File: src/atc_consts.vh
// Constants for the acquisition trigger control block
`ifndef ATC_CONSTS_VH
`define ATC_CONSTS_VH

// Clock period and spike stretcher timing
`define ATC_CLK_PERIOD_PS  4000
`define ATC_SPIKE_MIN_PS   500
`define ATC_SPIKE_CYC      ((`ATC_SPIKE_MIN_PS + `ATC_CLK_PERIOD_PS - 1) / `ATC_CLK_PERIOD_PS)

// Trigger level limit in 0.1 percent of channel_full_scale (0.6 of full scale)
`define ATC_LEVEL_LIM      12'sh258

// Position step and post-trigger maximum (200 million samples)
`define ATC_POS_STEP       32'h00000010
`define ATC_POS_HALF       32'h00000008
`define ATC_POS_MASK       32'hFFFFFFF0
`define ATC_POST_MAX       28'hBEBC200

// Multi-source combine functions
`define ATC_OP_AND         2'h0
`define ATC_OP_OR          2'h1
`define ATC_OP_NAND        2'h2
`define ATC_OP_NOR         2'h3

// Sampling clock modes
`define ATC_CLK_INT        2'h0
`define ATC_CLK_CONT       2'h1
`define ATC_CLK_STARTSTOP  2'h2

// Comparator channel indices
`define ATC_CMP_MAIN       0
`define ATC_CMP_LO         1
`define ATC_CMP_HI         2
`define ATC_CMP_EXT        3
`define ATC_NUM_CMP        4

// Reset values
`define ATC_RST_LEVEL      12'h000
`define ATC_RST_CNT        28'h0000000

`endif

File: src/atc_edge_det.v
// Registered rising and falling edge detector for one comparator output
`timescale 1ns/1ps
`default_nettype none

module atc_edge_det (
	// Clock and reset
	input  wire core_clk_i,
	input  wire rst_b_i,
	// Comparator level
	input  wire cmp_i,
	// Detected state and edges
	output reg  level_o,
	output reg  rise_o,
	output reg  fall_o
);

	// Previous level and one-cycle edge pulses
	always @(posedge core_clk_i or negedge rst_b_i) begin
		if (!rst_b_i) begin
			level_o <= 1'b0;
			rise_o  <= 1'b0;
			fall_o  <= 1'b0;
		end else begin
			level_o <= cmp_i;
			rise_o  <= cmp_i & ~level_o;
			fall_o  <= ~cmp_i & level_o;
		end
	end

endmodule // atc_edge_det

`default_nettype wire

File: src/atc_trig_ctrl.v
// Trigger qualification, positioning and status for the digitizer
//
// Overview of operation
// - Clamp level to midpoint plus/minus 0.6 scale
// - Positive slope rises, negative slope falls
// - Window mode fires on leaving or entering
// - Window is OR of opposite-slope edges
// - Divide-by-four mode fires every fourth rise
// - Divide-by-four mode disables window mode
// - Stretch sub-nanosecond spikes into triggers
// - Spike mode forces positive slope
// - Multi-source combines with AND/OR/NAND/NOR
// - Multi-source fires on false-to-true change
// - Pre-trigger up to full record length
// - Post-trigger delay up to 200 million samples
// - Full pre-trigger puts trigger at last sample
// - Zero position puts trigger at first sample
// - Post delay waits before storing record
// - Position moves only in 16-sample steps
// - Signed position: positive post, negative pre
// - Indicator green while armed and waiting
// - Indicator red when record awaits readout
// - Software may override indicator colour
// - Continuous or start/stop external clock pacing
`timescale 1ns/1ps
`default_nettype none
`include "atc_consts.vh"

module atc_trig_ctrl (
	// Clock and reset
	input  wire        core_clk_i,
	input  wire        rst_b_i,
	// Comparator outputs, synchronous to the clock
	input  wire        cmp_main_i,
	input  wire        cmp_win_lo_i,
	input  wire        cmp_win_hi_i,
	input  wire        cmp_ext_i,
	input  wire        spike_catch_i,
	// Trigger configuration
	input  wire        src_ext_i,
	input  wire        slope_neg_i,
	input  wire        ext_slope_neg_i,
	input  wire        window_en_i,
	input  wire        window_enter_i,
	input  wire        divide_by_four_edge_mode_i,
	input  wire        spike_en_i,
	input  wire        multi_en_i,
	input  wire [1:0]  multi_op_i,
	input  wire [11:0] level_req_i,
	// Position and record length
	input  wire [31:0] trig_pos_i,
	input  wire [27:0] rec_len_i,
	// Sequencing
	input  wire        arm_i,
	input  wire        abort_i,
	input  wire        readout_ack_i,
	// Sample pacing
	input  wire [1:0]  clk_mode_i,
	input  wire        int_tick_i,
	input  wire        ext_tick_i,
	// Indicator override
	input  wire        led_ovr_en_i,
	input  wire [2:0]  led_ovr_rgb_i,
	// Level outputs
	output reg  [11:0] trig_level_o,
	output reg         level_clip_o,
	// Sequencer outputs
	output reg         armed_o,
	output reg         done_o,
	output reg         trig_o,
	output reg  [27:0] trig_idx_o,
	output reg         store_en_o,
	output wire        sample_we_o,
	output reg  [1:0]  clk_sel_o,
	// Indicator colour
	output reg         led_red_o,
	output reg         led_green_o,
	output reg         led_blue_o
);

	// Sequencer states
	localparam [2:0] S_IDLE  = 3'h0;
	localparam [2:0] S_ARMED = 3'h1;
	localparam [2:0] S_DELAY = 3'h2;
	localparam [2:0] S_POST  = 3'h3;
	localparam [2:0] S_DONE  = 3'h4;

	// Comparator edge detection, one detector per input
	wire [`ATC_NUM_CMP-1:0] cmp_in;
	wire [`ATC_NUM_CMP-1:0] lvl;
	wire [`ATC_NUM_CMP-1:0] rise;
	wire [`ATC_NUM_CMP-1:0] fall;

	assign cmp_in = {cmp_ext_i, cmp_win_hi_i, cmp_win_lo_i, cmp_main_i};

	genvar gi;
	generate
		for (gi = 0; gi < `ATC_NUM_CMP; gi = gi + 1) begin : g_edge
			atc_edge_det u_edge (
				.core_clk_i (core_clk_i),
				.rst_b_i    (rst_b_i),
				.cmp_i      (cmp_in[gi]),
				.level_o    (lvl[gi]),
				.rise_o     (rise[gi]),
				.fall_o     (fall[gi])
			);
		end
	endgenerate

	// Trigger level clamp against the allowed band around midpoint
	wire signed [11:0] level_s;
	assign level_s = level_req_i;

	always @(posedge core_clk_i or negedge rst_b_i) begin
		if (!rst_b_i) begin
			trig_level_o <= `ATC_RST_LEVEL;
			level_clip_o <= 1'b0;
		end else if (level_s > `ATC_LEVEL_LIM) begin
			trig_level_o <= `ATC_LEVEL_LIM;
			level_clip_o <= 1'b1;
		end else if (level_s < -`ATC_LEVEL_LIM) begin
			trig_level_o <= -`ATC_LEVEL_LIM;
			level_clip_o <= 1'b1;
		end else begin
			trig_level_o <= level_req_i;
			level_clip_o <= 1'b0;
		end
	end

	// Mode decode: multi over spike over divide-by-four over window over edge
	wire mode_multi;
	wire mode_spike;
	wire mode_div4;
	wire mode_win;

	assign mode_multi = multi_en_i;
	assign mode_spike = ~multi_en_i & spike_en_i;
	assign mode_div4  = ~multi_en_i & ~spike_en_i & divide_by_four_edge_mode_i;
	assign mode_win   = ~multi_en_i & ~spike_en_i & ~divide_by_four_edge_mode_i & window_en_i;

	// Plain edge trigger on the selected source
	wire edge_rise;
	wire edge_fall;
	wire edge_ev;

	assign edge_rise = src_ext_i ? rise[`ATC_CMP_EXT] : rise[`ATC_CMP_MAIN];
	assign edge_fall = src_ext_i ? fall[`ATC_CMP_EXT] : fall[`ATC_CMP_MAIN];
	assign edge_ev   = slope_neg_i ? edge_fall : edge_rise;

	// Window trigger from two opposite-slope edges
	wire win_exit_ev;
	wire win_enter_ev;
	wire win_ev;

	assign win_exit_ev  = fall[`ATC_CMP_LO] | rise[`ATC_CMP_HI];
	assign win_enter_ev = rise[`ATC_CMP_LO] | fall[`ATC_CMP_HI];
	assign win_ev       = window_enter_i ? win_enter_ev : win_exit_ev;

	// Divide-by-four counter of positive edges
	reg  [1:0] div_cnt_q;
	wire [1:0] div_cnt_d;
	wire       div_ev;

	assign div_ev    = mode_div4 & rise[`ATC_CMP_MAIN] & (div_cnt_q == 2'h3);
	assign div_cnt_d = (mode_div4 & rise[`ATC_CMP_MAIN]) ? div_cnt_q + 2'h1 : div_cnt_q;

	always @(posedge core_clk_i or negedge rst_b_i) begin
		if (!rst_b_i) begin
			div_cnt_q <= 2'h0;
		end else if (!mode_div4) begin
			div_cnt_q <= 2'h0;
		end else begin
			div_cnt_q <= div_cnt_d;
		end
	end

	// Spike stretcher: hold a caught spike long enough to be seen
	reg  [2:0]  str_cnt_q;
	reg         str_prev_q;
	wire        str_lvl;
	wire        spike_ev;
	wire [31:0] str_len;

	// Stretch length kept as a full word, cut to the counter width below
	assign str_len  = `ATC_SPIKE_CYC + 1;
	assign str_lvl  = (str_cnt_q != 3'h0);
	assign spike_ev = str_lvl & ~str_prev_q;

	always @(posedge core_clk_i or negedge rst_b_i) begin
		if (!rst_b_i) begin
			str_cnt_q  <= 3'h0;
			str_prev_q <= 1'b0;
		end else begin
			str_prev_q <= str_lvl;
			if (mode_spike & spike_catch_i) begin
				str_cnt_q <= str_len[2:0];
			end else if (str_lvl) begin
				str_cnt_q <= str_cnt_q - 3'h1;
			end
		end
	end

	// Multi-source pattern: true/false per input, combined, rising edge only
	wire cond_ch;
	wire cond_ext;
	reg  comb_d;
	reg  comb_q;
	wire multi_ev;

	assign cond_ch  = slope_neg_i ? ~lvl[`ATC_CMP_MAIN] : lvl[`ATC_CMP_MAIN];
	assign cond_ext = ext_slope_neg_i ? ~lvl[`ATC_CMP_EXT] : lvl[`ATC_CMP_EXT];

	always @* begin
		case (multi_op_i)
			`ATC_OP_AND:  comb_d = cond_ch & cond_ext;
			`ATC_OP_OR:   comb_d = cond_ch | cond_ext;
			`ATC_OP_NAND: comb_d = ~(cond_ch & cond_ext);
			default:      comb_d = ~(cond_ch | cond_ext);
		endcase
	end

	always @(posedge core_clk_i or negedge rst_b_i) begin
		if (!rst_b_i) begin
			comb_q <= 1'b0;
		end else begin
			comb_q <= comb_d;
		end
	end

	assign multi_ev = comb_d & ~comb_q;

	// Selected trigger event
	wire trig_ev;

	assign trig_ev = mode_multi ? multi_ev :
	                 mode_spike ? spike_ev :
	                 mode_div4  ? div_ev   :
	                 mode_win   ? win_ev   : edge_ev;

	// Sample pacing by clock mode
	wire tick;

	assign tick = (clk_mode_i == `ATC_CLK_INT) ? int_tick_i : ext_tick_i;

	always @(posedge core_clk_i or negedge rst_b_i) begin
		if (!rst_b_i) begin
			clk_sel_o <= `ATC_CLK_INT;
		end else begin
			clk_sel_o <= clk_mode_i;
		end
	end

	// Position rounding to the nearest step and limiting
	wire [31:0] pos_rnd;
	wire [31:0] pre_mag;
	wire [27:0] pre_lim;
	wire [27:0] post_lim;
	wire        pos_neg;

	assign pos_rnd  = (trig_pos_i + `ATC_POS_HALF) & `ATC_POS_MASK;
	assign pos_neg  = pos_rnd[31];
	assign pre_mag  = pos_neg ? (32'h0 - pos_rnd) : 32'h0;
	assign pre_lim  = (pre_mag > {4'h0, rec_len_i}) ? rec_len_i : pre_mag[27:0];
	assign post_lim = pos_neg ? 28'h0 :
	                  (pos_rnd > {4'h0, `ATC_POST_MAX}) ? `ATC_POST_MAX : pos_rnd[27:0];

	// Sequencer registers
	reg  [2:0]  state_q;
	reg  [2:0]  state_d;
	reg  [27:0] pre_q;
	reg  [27:0] post_q;
	reg  [27:0] len_q;
	reg  [27:0] fill_q;
	reg  [27:0] cnt_q;
	reg  [27:0] cnt_d;
	reg         trig_d;

	wire        arm_ok;
	wire        take_trig;
	wire [27:0] after_len;

	assign arm_ok    = (state_q == S_ARMED) && (fill_q >= pre_q);
	assign take_trig = arm_ok & trig_ev;
	assign after_len = len_q - pre_q;

	// Next state and counter
	always @* begin
		state_d = state_q;
		cnt_d   = cnt_q;
		trig_d  = 1'b0;
		case (state_q)
			S_IDLE: begin
				if (arm_i) begin
					state_d = S_ARMED;
				end
			end
			S_ARMED: begin
				if (take_trig) begin
					trig_d = 1'b1;
					if (post_q != 28'h0) begin
						state_d = S_DELAY;
						cnt_d   = post_q;
					end else if (after_len == 28'h0) begin
						state_d = S_DONE;
					end else begin
						state_d = S_POST;
						cnt_d   = after_len;
					end
				end
			end
			S_DELAY: begin
				if (tick) begin
					cnt_d = cnt_q - 28'h1;
					if (cnt_q == 28'h1) begin
						state_d = S_POST;
						cnt_d   = len_q;
					end
				end
			end
			S_POST: begin
				if (tick) begin
					cnt_d = cnt_q - 28'h1;
					if (cnt_q == 28'h1) begin
						state_d = S_DONE;
					end
				end
			end
			S_DONE: begin
				if (readout_ack_i) begin
					state_d = S_IDLE;
				end else if (arm_i) begin
					state_d = S_ARMED;
				end
			end
			default: begin
				state_d = S_IDLE;
			end
		endcase
		if (abort_i) begin
			state_d = S_IDLE;
		end
	end

	// State, position latch and pre-trigger fill count
	always @(posedge core_clk_i or negedge rst_b_i) begin
		if (!rst_b_i) begin
			state_q <= S_IDLE;
			pre_q   <= `ATC_RST_CNT;
			post_q  <= `ATC_RST_CNT;
			len_q   <= `ATC_RST_CNT;
			fill_q  <= `ATC_RST_CNT;
			cnt_q   <= `ATC_RST_CNT;
		end else begin
			state_q <= state_d;
			cnt_q   <= cnt_d;
			if (state_d == S_ARMED && state_q != S_ARMED) begin
				pre_q  <= pre_lim;
				post_q <= post_lim;
				len_q  <= rec_len_i;
				fill_q <= `ATC_RST_CNT;
			end else if (state_q == S_ARMED && tick && fill_q < pre_q) begin
				fill_q <= fill_q + 28'h1;
			end
		end
	end

	// Trigger pulse, trigger index in record and storage enable
	always @(posedge core_clk_i or negedge rst_b_i) begin
		if (!rst_b_i) begin
			trig_o     <= 1'b0;
			trig_idx_o <= `ATC_RST_CNT;
			store_en_o <= 1'b0;
			armed_o    <= 1'b0;
			done_o     <= 1'b0;
		end else begin
			trig_o     <= trig_d;
			armed_o    <= (state_d == S_ARMED);
			done_o     <= (state_d == S_DONE);
			store_en_o <= ((state_d == S_ARMED) && (pre_q != 28'h0) && (state_q == S_ARMED)) ||
			              (state_d == S_POST);
			if (trig_d) begin
				if (post_q != 28'h0) begin
					trig_idx_o <= `ATC_RST_CNT;
				end else if (pre_q == len_q && len_q != 28'h0) begin
					trig_idx_o <= len_q - 28'h1;
				end else begin
					trig_idx_o <= pre_q;
				end
			end
		end
	end

	// Sample write strobe on each paced sample while storing
	assign sample_we_o = store_en_o & tick;

	// Status indicator with software override
	always @(posedge core_clk_i or negedge rst_b_i) begin
		if (!rst_b_i) begin
			led_red_o   <= 1'b0;
			led_green_o <= 1'b0;
			led_blue_o  <= 1'b0;
		end else if (led_ovr_en_i) begin
			led_red_o   <= led_ovr_rgb_i[2];
			led_green_o <= led_ovr_rgb_i[1];
			led_blue_o  <= led_ovr_rgb_i[0];
		end else begin
			led_red_o   <= (state_d == S_DONE);
			led_green_o <= (state_d == S_ARMED);
			led_blue_o  <= 1'b0;
		end
	end

endmodule // atc_trig_ctrl

`default_nettype wire

File: config.mk
export PLATFORM = sky130hd
export DESIGN_NAME = atc_trig_ctrl
export DESIGN_NICKNAME = d
export VERILOG_FILES = /design/src/atc_edge_det.v /design/src/atc_trig_ctrl.v
export VERILOG_INCLUDE_DIRS = /design/src /design/src/src
export SDC_FILE = /design/constraint.sdc
export NUM_CORES = 1
export LEC_CHECK = 0
export ABC_AREA = 1
export BUFFER_PORTS_ARGS = -buffer_cell sky130_fd_sc_hd__buf_2
export CAP_MARGIN = 0
export CORE_MARGIN = 3
export CORE_UTILIZATION = 40
export DETAILED_ROUTE_END_ITERATION = 10
export REMOVE_ABC_BUFFERS = 1
export SLEW_MARGIN = 20
export SYNTH_ARGS = -nofsm -noshare
export SYNTH_HDL_FRONTEND = slang
export SYNTH_SLANG_ARGS = --single-unit
File: constraint.sdc
create_clock -name core_clk_i -period 3.1 [get_ports core_clk_i]
set_input_delay 0.155 -clock core_clk_i [delete_from_list [all_inputs] [get_ports core_clk_i]]
set_output_delay 0.155 -clock core_clk_i [all_outputs]
set_load 0.005 [all_outputs]
==> impl_metrics.env, run 1 <==
export IMPL_power_density_mw_per_mm2=861
export IMPL_fin_ws_ns=-0.336
export IMPL_violations="setup timing"
export IMPL_wl_mm=71.0
export IMPL_path_class="flip-flop to flip-flop"
export IMPL_first_pass_iters=5
export IMPL_dpl_cell_area_mm2=0.0218
export IMPL_routedWlPerCell_um=18.3
export IMPL_fin_crit_ns=3.44
export IMPL_fin_setup_tns_ns=-40.09
export IMPL_htreeDepth=1
export IMPL_io_buffers=147
export IMPL_cp_max_fo=8
export IMPL_initial_core_util_pct=40.9
export IMPL_p_leak_nw=13.2
export IMPL_antenna_found_initial=0
export IMPL_post_route_period_util_pct=111
export IMPL_areaGrowthSynthToFinish_pct=46.8
export IMPL_critPathTopFamily="simple AND/OR/NAND/NOR gates"
export IMPL_final_area_mm2=0.0248
export IMPL_multi_input_area_mm2=0.0108
export IMPL_grt_pass1_vias=19500
export IMPL_grt_pass1_wl_mm=107
export IMPL_fmax_mhz=291
export IMPL_fin_util_pct=60.0
export IMPL_die_width_um=211
export IMPL_cp_end_kind="flip-flop"
export IMPL_r2r_setup_slack_ns=-0.34
export IMPL_nNetsFinal=3531
export IMPL_async_flop_share_pct=100
export IMPL_synth_area_leaders="dfrtp_1, nand2_1, inv_1, ha_1, nor2_1"
export IMPL_critPathBufInv=6
export IMPL_ys_ff_latch=208
export IMPL_ys_warn_count=0
export IMPL_drv_slew=0
export IMPL_crit_top_cell="nor2_4"
export IMPL_syn_inst=2650
export IMPL_rsz0062_at_grt="yes"
export IMPL_seqCellArea_mm2=0.00521
export IMPL_place_congestion=1.00
export IMPL_finalSetupViolations=138
export IMPL_dp_hpwl_mm=54.4
export IMPL_slowest_delay_ns=0.42
export IMPL_yosys_cell_count_top_type="nand2_1"
export IMPL_fin_skew_ns=0.0268
export IMPL_cts_root_buffer="clkbuf_16"
export IMPL_hold_viol=0
export IMPL_diodes=0
export IMPL_min_path_type="primary input to flip-flop"
export IMPL_critPathSlowestCell="fa_2"
export IMPL_ys_seq_area_share_pct=30.8
export IMPL_io_pins=151
export IMPL_worst_pin_slew_ns=0.645
export IMPL_drive_gt1_share_pct=27.9
export IMPL_netlist_top_cells_count="nand2_1, inv_1, nor2_1"
export IMPL_start_kind="flip-flop"
export IMPL_cts_buffers=25
export IMPL_clock_path_buffers=3
export IMPL_core_area_mm2=0.0413
export IMPL_yosysTopAreaCell="dfrtp_1"
export IMPL_drv_cap=0
export IMPL_clkTransAtPathRegs_ns=0.06
export IMPL_synth_edf_count=0
export IMPL_synth_cell_types=57
export IMPL_drt_iter0_markers=1622
export IMPL_dieHeight_um=211
export IMPL_syn_area_per_cell_um2=6.37
export IMPL_cts_sinks=208
export IMPL_peakVddDrop_mv=0.620
export IMPL_clkLatencyLatePin_ns=0.57
export IMPL_slew_headroom_pct=56.6
export IMPL_run_status="finished, violations left"
export IMPL_synth_area_mm2=0.0169
export IMPL_route_detailed_drc=0
export IMPL_grt_max_degree=75
export IMPL_worstPathCellList="inv_2 -> ha_4 -> inv_4 -> fa_2 -> buf_6 -> nor2_4 -> nor2_4 -> nor2_2 -> buf_4 -> nand3_2 -> nor2_1 -> nand2_1 -> nor2_2 -> nand3_1 -> nor2_1 -> nand4_1 -> nand2_2 -> nand2_4 -> nor2_4 -> buf_12 -> clkbuf_16 -> nand3_1 -> nand2_2"
export IMPL_cts_tree="yes"
export IMPL_required_ns=3.59
export IMPL_synth_ff_type="dfrtp_1"
export IMPL_fp_dieArea_mm2=0.0447
export IMPL_cp_arrival_ns=3.93
export IMPL_overflow=0
export IMPL_vias_per_cell=5.16
export IMPL_num_fill_cells=3923
export IMPL_synthDominantCellAreaShare_pct=30.8
export IMPL_fp_row_count=74
export IMPL_grt_total_usage_pct=30.6
export IMPL_antenna_left=0
export IMPL_vias=20100
-- registers in the layout, indices dropped and copies added, names as in the netlist, 2 cells and up --
| name | flops |
|---|---|
| trig_level_o | 12 |
| div_cnt_q | 2 |
| str_cnt_q | 3 |
| fill_q | 28 |
| cnt_q | 28 |
| pre_q | 28 |
| g_edge.u_edge.level_o | 4 |
| g_edge.u_edge.fall_o | 4 |
| len_q | 28 |
| trig_idx_o | 28 |
| clk_sel_o | 2 |
| state_q | 3 |
| post_q | 24 |
| g_edge.u_edge.rise_o | 4 |
-- cell type report --
type / instances / area share, %
multi-input cells: 2015 / 43.8
repair buffers: 722 / 23.4
flip-flops and latches: 208 / 21.0
inverters: 368 / 5.61
clock buffers: 32 / 2.91
well taps: 532 / 2.69
clock inverters: 13 / 0.566
-- placed cells by master, fill, tap and decap left out, types with 8 or more instances in the layout --
cell           synthesis  layout
xnor2_1               14      13
dlygate4sd3_1          0      62
o21ai_0              148     134
nor3_2                 3      12
nor4_1                16      15
o21bai_1              11      11
a21oi_2                1       8
clkbuf_16              0      29
nor3_1                53      44
o221ai_1               9       9
buf_12                 0      25
a21oi_1              106      97
o211ai_1               8       8
buf_2                 16     146
inv_2                  8      16
nand2_2               11      84
o21ai_1                3      14
ha_4                   0      14
nand3_1              193     184
ha_1                  90      71
buf_4                  7     464
dfrtp_1              208     207
nor2_2                11      25
nor2_1               287     269
nand2_1              876     780
nand4_1               51      51
nand2_4                1      24
inv_1                354     343
nor2_4                 5       9
xor2_1                59      59
buf_16                 0       8
buf_6                  3      12
-- cells by family (layout without fill, tap and decap cells) --
logic type | Yosys count | in the layout | share of synthesized area, %
adder cells (fa/ha/maj) | 91 | 91 | 6.79
XOR/XNOR | 73 | 73 | 3.79
flip-flops | 208 | 208 | 30.8
AO/OA/AOI/OAI | 324 | 324 | 10.7
AND/OR/NAND/NOR | 1527 | 1527 | 38.0
buffers and inverters | 427 | 1135 | 9.90
-- timing repair --
item | in CTS | in global routing
hold endpoints to repair | 194 | 0
endpoints found under the setup margin | 140 | 149
resized for setup | 132 | 138
cloned | 11 | 5
pin swaps | 12 | 34
hold buffers | 62 | 0
setup buffers | 21 | 6
-- per-layer routing --
layer	track usage, %	routed length [um]
met2	51.8	32800
met4	10.8	2860
met3	3.38	4610
met1	40.8	30800
met5	0	0
-- path summary, 6_finish.rpt --
kind	startpoint	endpoint	depth (start not counted)
max reg2reg	len_q[0]$_DFFE_PN0N_	post_q[15]$_DFFE_PN0N_	23
min	spike_en_i	str_cnt_q[2]$_DFFE_PN0P_	3
max in group asynchronous	rst_b_i	len_q[27]$_DFFE_PN0N_	3
min reg2reg	g_edge[1].u_edge.level_o$_DFF_PN0_	g_edge[1].u_edge.rise_o$_DFF_PN0_	1
min in group asynchronous	rst_b_i	led_red_o$_DFF_PN0_	2
max	len_q[0]$_DFFE_PN0N_	post_q[15]$_DFFE_PN0N_	23
-- power by group --
part           switching, mW  total (mW)  internal [mW]  leakage (nW)
Clock                   1.28        3.10           1.82         0.432
Sequential             0.662        4.04           3.37          2.71
Combinational           7.83        14.2           6.37          10.0
Total                   9.78        21.3           11.6          13.2
-- metrics by stage --
step           power [mW]  setup WS [ns]  std cells  hold slack, ns
2_1_floorplan        10.2          -1.27       2591          -0.141
3_5_place_dp         16.6         -0.833       3745           0.140
3_3_place_gp         16.5         -0.638       3745           0.130
5_1_grt              22.9         -0.523       3890          0.0671
6_report             21.3         -0.336       3890          0.0375
4_1_cts              20.7         -0.232       3884         0.00110
-- worst reg2reg max path: cells and delay by family, from the launching register on --
kind	cells	cell delay, ns
flip-flops	1	0.41
buffers and inverters	6	0.71
AND/OR/NAND/NOR	15	1.67
adder cells (fa/ha/maj)	2	0.56
Power figures use the tool's default switching activity.
==> run 2, diff against run 1 <==
SKIP_LAST_GASP = 1   (was default)
==> run 2 against run 1 <==
The flow still finishes with violations (setup timing); cell count about the same; global-route usage is essentially flat; routed wire length decreased by 0.43%; clock skew up 0.0031 ns; critical path type unchanged; clock power about the same; largest cell class unchanged; non-clock buffer count down 1; core utilization did not move; sequential share of layout area is essentially flat; highest routed layer unchanged.
==> impl_metrics.env, run 2 (synthesis results as in run 1) <==
export IMPL_grt_pass1_vias=19400
export IMPL_slowest_delay_ns=0.42
export IMPL_fin_cells=3889
export IMPL_dpl_cell_area_mm2=0.0218
export IMPL_layout_common_cells="nand2_1, buf_4, inv_1, nor2_1, dfrtp_1"
export IMPL_htreeDepth=1
export IMPL_routedWlPerCell_um=18.2
export IMPL_fin_crit_ns=3.43
export IMPL_drive_gt1_share_pct=27.8
export IMPL_p_leak_nw=13.2
export IMPL_fp_dieArea_mm2=0.0447
export IMPL_violations="setup timing"
export IMPL_place_congestion=1.00
export IMPL_final_area_mm2=0.0248
export IMPL_antenna_found_initial=0
export IMPL_core_area_mm2=0.0413
export IMPL_routed_top_layer="met4"
export IMPL_fin_ws_ns=-0.331
export IMPL_first_pass_iters=5
export IMPL_dpl_cell_count=3745
export IMPL_worstPathCellList="inv_2 -> ha_4 -> inv_4 -> fa_2 -> buf_6 -> nor2_4 -> nor2_4 -> nor2_2 -> buf_4 -> nand3_2 -> nor2_1 -> nand2_1 -> nor2_2 -> nand3_1 -> nor2_1 -> nand4_1 -> nand2_2 -> nand2_4 -> inv_4 -> nand3_4 -> buf_12 -> buf_16 -> nand2_1 -> nand2_1"
export IMPL_grt_total_usage_pct=30.6
export IMPL_clkLatencyLatePin_ns=0.57
export IMPL_min_path_type="primary input to flip-flop"
export IMPL_grt_max_degree=75
export IMPL_power_density_mw_per_mm2=861
export IMPL_met3WireLength_mm=4.68
export IMPL_drv_cap=0
export IMPL_io_pins=151
export IMPL_final_common_cell="nand2_1"
export IMPL_required_ns=3.54
export IMPL_vias_per_cell=5.15
export IMPL_clock_path_buffers=3
export IMPL_peakVddDrop_mv=0.616
export IMPL_drv_slew=0
export IMPL_fmax_mhz=291
export IMPL_cp_arrival_ns=3.87
export IMPL_fp_row_count=74
export IMPL_diodes=0
export IMPL_cts_sinks=208
export IMPL_grt_pass1_wl_mm=107
export IMPL_report_power_total_mw=21.3
export IMPL_num_fill_cells=3942
export IMPL_crit_top_cell="nand2_1"
export IMPL_cp_end_kind="flip-flop"
export IMPL_wl_met1_mm=30.5
export IMPL_io_buffers=147
export IMPL_path_class="flip-flop to flip-flop"
export IMPL_critPathSlowestCell="fa_2"
export IMPL_slew_headroom_pct=55.4
export IMPL_post_route_period_util_pct=111
export IMPL_dp_hpwl_mm=54.4
export IMPL_dieHeight_um=211
export IMPL_hold_viol=0
export IMPL_cts_tree="yes"
export IMPL_wl_mm=70.7
export IMPL_nNetsFinal=3530
export IMPL_wl_met2_mm=32.6
export IMPL_cts_root_buffer="clkbuf_16"
export IMPL_drt_iter0_markers=1531
export IMPL_fin_skew_ns=0.0299
export IMPL_die_width_um=211
export IMPL_vias=20000
export IMPL_cp_max_fo=6
export IMPL_cts_buffers=25
export IMPL_run_status="finished, violations left"
export IMPL_clkTransAtPathRegs_ns=0.06
export IMPL_overflow=0
export IMPL_finalSetupViolations=138
export IMPL_start_kind="flip-flop"
export IMPL_rsz0062_at_grt="yes"
export IMPL_antenna_left=0
export IMPL_worst_pin_slew_ns=0.663
export IMPL_hold_slack_ns=0.0234
export IMPL_areaGrowthSynthToFinish_pct=46.8
export IMPL_initial_core_util_pct=40.9
export IMPL_route_detailed_drc=0
run 2: changes by cell type in the layout (fill, tap and decap cells not counted), moves of 2 or more:
cell     delta
buf_6       -5
nand2_1     +5
nand2_4     +8
o21ai_0     +2
o21ai_1     -2
nand2_2    -13
buf_4       +4
run 2: final timing paths:
check / slack (ns) / start / cells after the start / endpoint
worst max-delay path: -0.33 / len_q[0]$_DFFE_PN0N_ / 24 / post_q[5]$_DFFE_PN0N_
worst min-delay path: 0.02 / spike_en_i / 3 / str_cnt_q[2]$_DFFE_PN0P_
worst max register to register: -0.33 / len_q[0]$_DFFE_PN0N_ / 24 / post_q[5]$_DFFE_PN0N_
worst min register to register: 0.43 / g_edge[1].u_edge.level_o$_DFF_PN0_ / 1 / g_edge[1].u_edge.rise_o$_DFF_PN0_
max in group asynchronous: 2.14 / rst_b_i / 3 / pre_q[4]$_DFFE_PN0N_
min in group asynchronous: 0.14 / rst_b_i / 2 / len_q[5]$_DFFE_PN0N_
run 2: worst max-delay path: cells and delay by family, from the launching register on:
family	cells	cell delay, ns
and+or+nand+nor	15	1.48
buffers and inverters	7	0.83
adders and majority gates	2	0.56
DFF	1	0.40
run 2: where the power goes:
group | internal (mW) | switching, mW
logic | 6.37 | 7.81
registers | 3.38 | 0.673
clock network | 1.82 | 1.27
total | 11.6 | 9.76
run 2: layout make-up:
cell class	count	area, um2	area share, %
clock inverter	13	140	0.566
inverter	368	1390	5.61
clock buffer	32	722	2.91
timing repair buffer	721	5780	23.3
tap	532	666	2.69
sequential	208	5210	21.0
multi-input combinational	2015	10900	43.9
run 2: metal layers:
layer,up-vias,global-route usage [%]
met5,-,0
li1,9897,-
met3,122,3.38
met4,0,11.4
met2,680,51.3
met1,9321,40.8
run 2: stage by stage:
| stage | TNS, ns | utilization [%] | setup slack, ns |
|---|---|---|---|
| 2_1_floorplan | -143.33 | - | -1.27 |
| 3_3_place_gp | -47.12 | 52.7 | -0.638 |
| 3_5_place_dp | -58.06 | 52.7 | -0.833 |
| 4_1_cts | -22.61 | 58.6 | -0.242 |
| 5_1_grt | -66.17 | 60.0 | -0.522 |
| 6_report | -40.02 | 60.0 | -0.331 |
run 2: timing repair:
item / 4_1_cts / 5_1_grt
hold buffers: 62 / 0
gates resized for setup: 115 / 153
cloned: 11 / 5
pin swaps: 12 / 36
endpoints found under the setup margin: 140 / 149
buffers inserted: 21 / 5
endpoints found under the hold margin: 194 / 0
==> run 3, diff against run 2 <==
RECOVER_POWER = 50   (was default)
SLEW_MARGIN = default   (was 20)
==> run 3 against run 2 <==
The run ends with capacitance limit, slew limit, setup timing left; cell count unchanged; clock power about the same; register-to-register slack about the same; non-clock buffer count unchanged; largest power group unchanged; core utilization down 0.11 points; flip-flop and latch count unchanged; combinational power about the same; via count up 0.15%; setup slack better by 0.0089 ns; power about the same; critical path type unchanged; fmax up 0.26%.
==> impl_metrics.env, run 3 (synthesis results as in run 1) <==
export IMPL_wl_mm=70.8
export IMPL_hold_viol=0
export IMPL_run_status="finished, violations left"
export IMPL_fin_skew_ns=0.0275
export IMPL_fin_setup_tns_ns=-39.06
export IMPL_core_area_mm2=0.0413
export IMPL_slew_headroom_pct=-7.61
export IMPL_r2r_start="len_q[0]$_DFFE_PN0N_"
export IMPL_r2r_setup_slack_ns=-0.32
export IMPL_hold_slack_ns=0.0266
export IMPL_crit_top_cell="nand2_1"
export IMPL_overflow=0
export IMPL_grt_pass1_vias=19400
export IMPL_peakVddDrop_mv=0.620
export IMPL_worst_pin_slew_ns=1.61
export IMPL_routedWlPerCell_um=18.2
export IMPL_cts_sinks=208
export IMPL_drv_cap=1
export IMPL_cts_tree="yes"
export IMPL_path_class="flip-flop to flip-flop"
export IMPL_worstPathCellList="inv_2 -> ha_4 -> inv_4 -> fa_2 -> buf_6 -> nor2_4 -> nor2_4 -> nor2_2 -> buf_4 -> nand3_2 -> nor2_1 -> nand2_1 -> nor2_2 -> nand3_1 -> nor2_1 -> nand4_1 -> nand2_2 -> nand2_4 -> inv_4 -> nand3_4 -> buf_12 -> buf_16 -> nand2_1 -> nand2_1"
export IMPL_first_pass_iters=5
export IMPL_rr_worst_depth=24
export IMPL_final_common_cell="nand2_1"
export IMPL_vias_per_cell=5.16
export IMPL_grt_max_degree=75
export IMPL_clock_path_buffers=3
export IMPL_start_kind="flip-flop"
export IMPL_drt_iter0_markers=1534
export IMPL_finalSetupViolations=138
export IMPL_clkTransAtPathRegs_ns=0.06
export IMPL_drv_slew=62
export IMPL_cts_root_buffer="clkbuf_16"
export IMPL_grt_total_usage_pct=30.6
export IMPL_cp_max_fo=7
export IMPL_io_buffers=147
export IMPL_critPathSlowestCell="fa_2"
export IMPL_drive_gt1_share_pct=27.6
export IMPL_cp_end_kind="flip-flop"
export IMPL_place_congestion=1.00
export IMPL_violations="capacitance limit, slew limit, setup timing"
export IMPL_fmax_mhz=292
export IMPL_cts_buffers=25
export IMPL_grt_pass1_wl_mm=107
export IMPL_fp_dieArea_mm2=0.0447
export IMPL_layout_common_cells="nand2_1, buf_4, inv_1, nor2_1, dfrtp_1"
export IMPL_critPathBufInv=7
export IMPL_route_detailed_drc=0
export IMPL_dieHeight_um=211
export IMPL_critPathTopFamily="simple AND/OR/NAND/NOR gates"
export IMPL_dp_hpwl_mm=54.4
export IMPL_fin_ws_ns=-0.322
export IMPL_crit_start="len_q[0]$_DFFE_PN0N_"
export IMPL_slowest_delay_ns=0.42
export IMPL_fin_crit_ns=3.42
export IMPL_die_width_um=211
export IMPL_vias=20100
export IMPL_dp_worst_setup_slack_ns=-0.833
export IMPL_min_path_type="primary input to flip-flop"
export IMPL_diodes=0
export IMPL_cp_arrival_ns=3.89
export IMPL_initial_core_util_pct=40.9
export IMPL_antenna_found_initial=0
export IMPL_required_ns=3.57
export IMPL_p_leak_nw=13.2
export IMPL_htreeDepth=1
export IMPL_cp_depth=24
export IMPL_crit_end="pre_q[16]$_DFFE_PN0N_"
export IMPL_nNetsFinal=3530
export IMPL_fp_row_count=74
export IMPL_clkLatencyLatePin_ns=0.57
export IMPL_rsz0062_at_grt="yes"
export IMPL_power_density_mw_per_mm2=862
export IMPL_areaGrowthSynthToFinish_pct=46.5
export IMPL_post_route_period_util_pct=110
export IMPL_rr_endpoint="pre_q[16]$_DFFE_PN0N_"
export IMPL_io_pins=151
export IMPL_antenna_left=0
==> run 3: changes by cell type in the layout (fill, tap and decap cells not counted) <==
cell / previous run / this run
clkbuf_4: 0 / 1
buf_8: 1 / 0
clkbuf_2: 0 / 2
buf_4: 468 / 467
clkbuf_1: 0 / 5
buf_2: 146 / 142
buf_12: 25 / 23
==> run 3: cell type report <==
type | count | area (um2)
Clock buffer | 32 | 722
Sequential cell | 208 | 5210
Clock inverter | 13 | 140
Timing Repair Buffer | 721 | 5730
Tap cell | 532 | 666
Fill cell | 3951 | 16600
Multi-Input combinational cell | 2015 | 10900
Inverter | 368 | 1390
==> run 3: worst reg2reg max path: cells and delay by family, from the launching register on <==
kind,cells,cell delay (ns)
adders and majority gates,2,0.56
and+or+nand+nor,15,1.47
DFF,1,0.40
buffers and inverters,7,0.86
==> run 3: how the worst min path moves through the flow <==
stage	start	end	cells past startpoint
6_report	spike_en_i	str_cnt_q[2]$_DFFE_PN0P_	3
5_1_grt	spike_en_i	str_cnt_q[2]$_DFFE_PN0P_	3
4_1_cts	spike_en_i	str_cnt_q[2]$_DFFE_PN0P_	3
3_5_place_dp	rst_b_i	led_red_o$_DFF_PN0_	1
3_3_place_gp	rst_b_i	led_blue_o$_DFF_PN0_	1
2_1_floorplan	rst_b_i	armed_o$_DFF_PN0_	0
==> run 3: report_power, final <==
group	switching [mW]	leakage, nW	internal, mW
Combinational	7.81	10.0	6.36
Sequential	0.672	2.71	3.38
Clock	1.28	0.432	1.82
Total	9.76	13.2	11.6
==> run 3: per-layer routing <==
layer	vias up	wire [um]	track usage [%]
met2	671	32700	51.3
met3	122	4790	3.38
met5	-	0	0
met1	9361	30400	40.8
li1	9896	-	-
met4	0	2910	11.4
==> run 3: timing repair <==
item	4_1_cts	5_1_grt
endpoints found under the hold margin	194	0
endpoints found under the setup margin	140	149
cloned	11	5
hold buffers	62	0
gates resized for setup	115	153
pin swaps	12	36
buffers inserted	21	5
==> run 3: metrics by stage <==
step	util, %	total power, mW	cells	area (um2)
2_1_floorplan	-	10.2	2591	16600
3_3_place_gp	52.7	16.5	3745	21800
3_5_place_dp	52.7	16.6	3745	21800
4_1_cts	58.6	20.7	3884	24200
5_1_grt	59.9	22.9	3889	24700
6_report	59.9	21.3	3889	24700
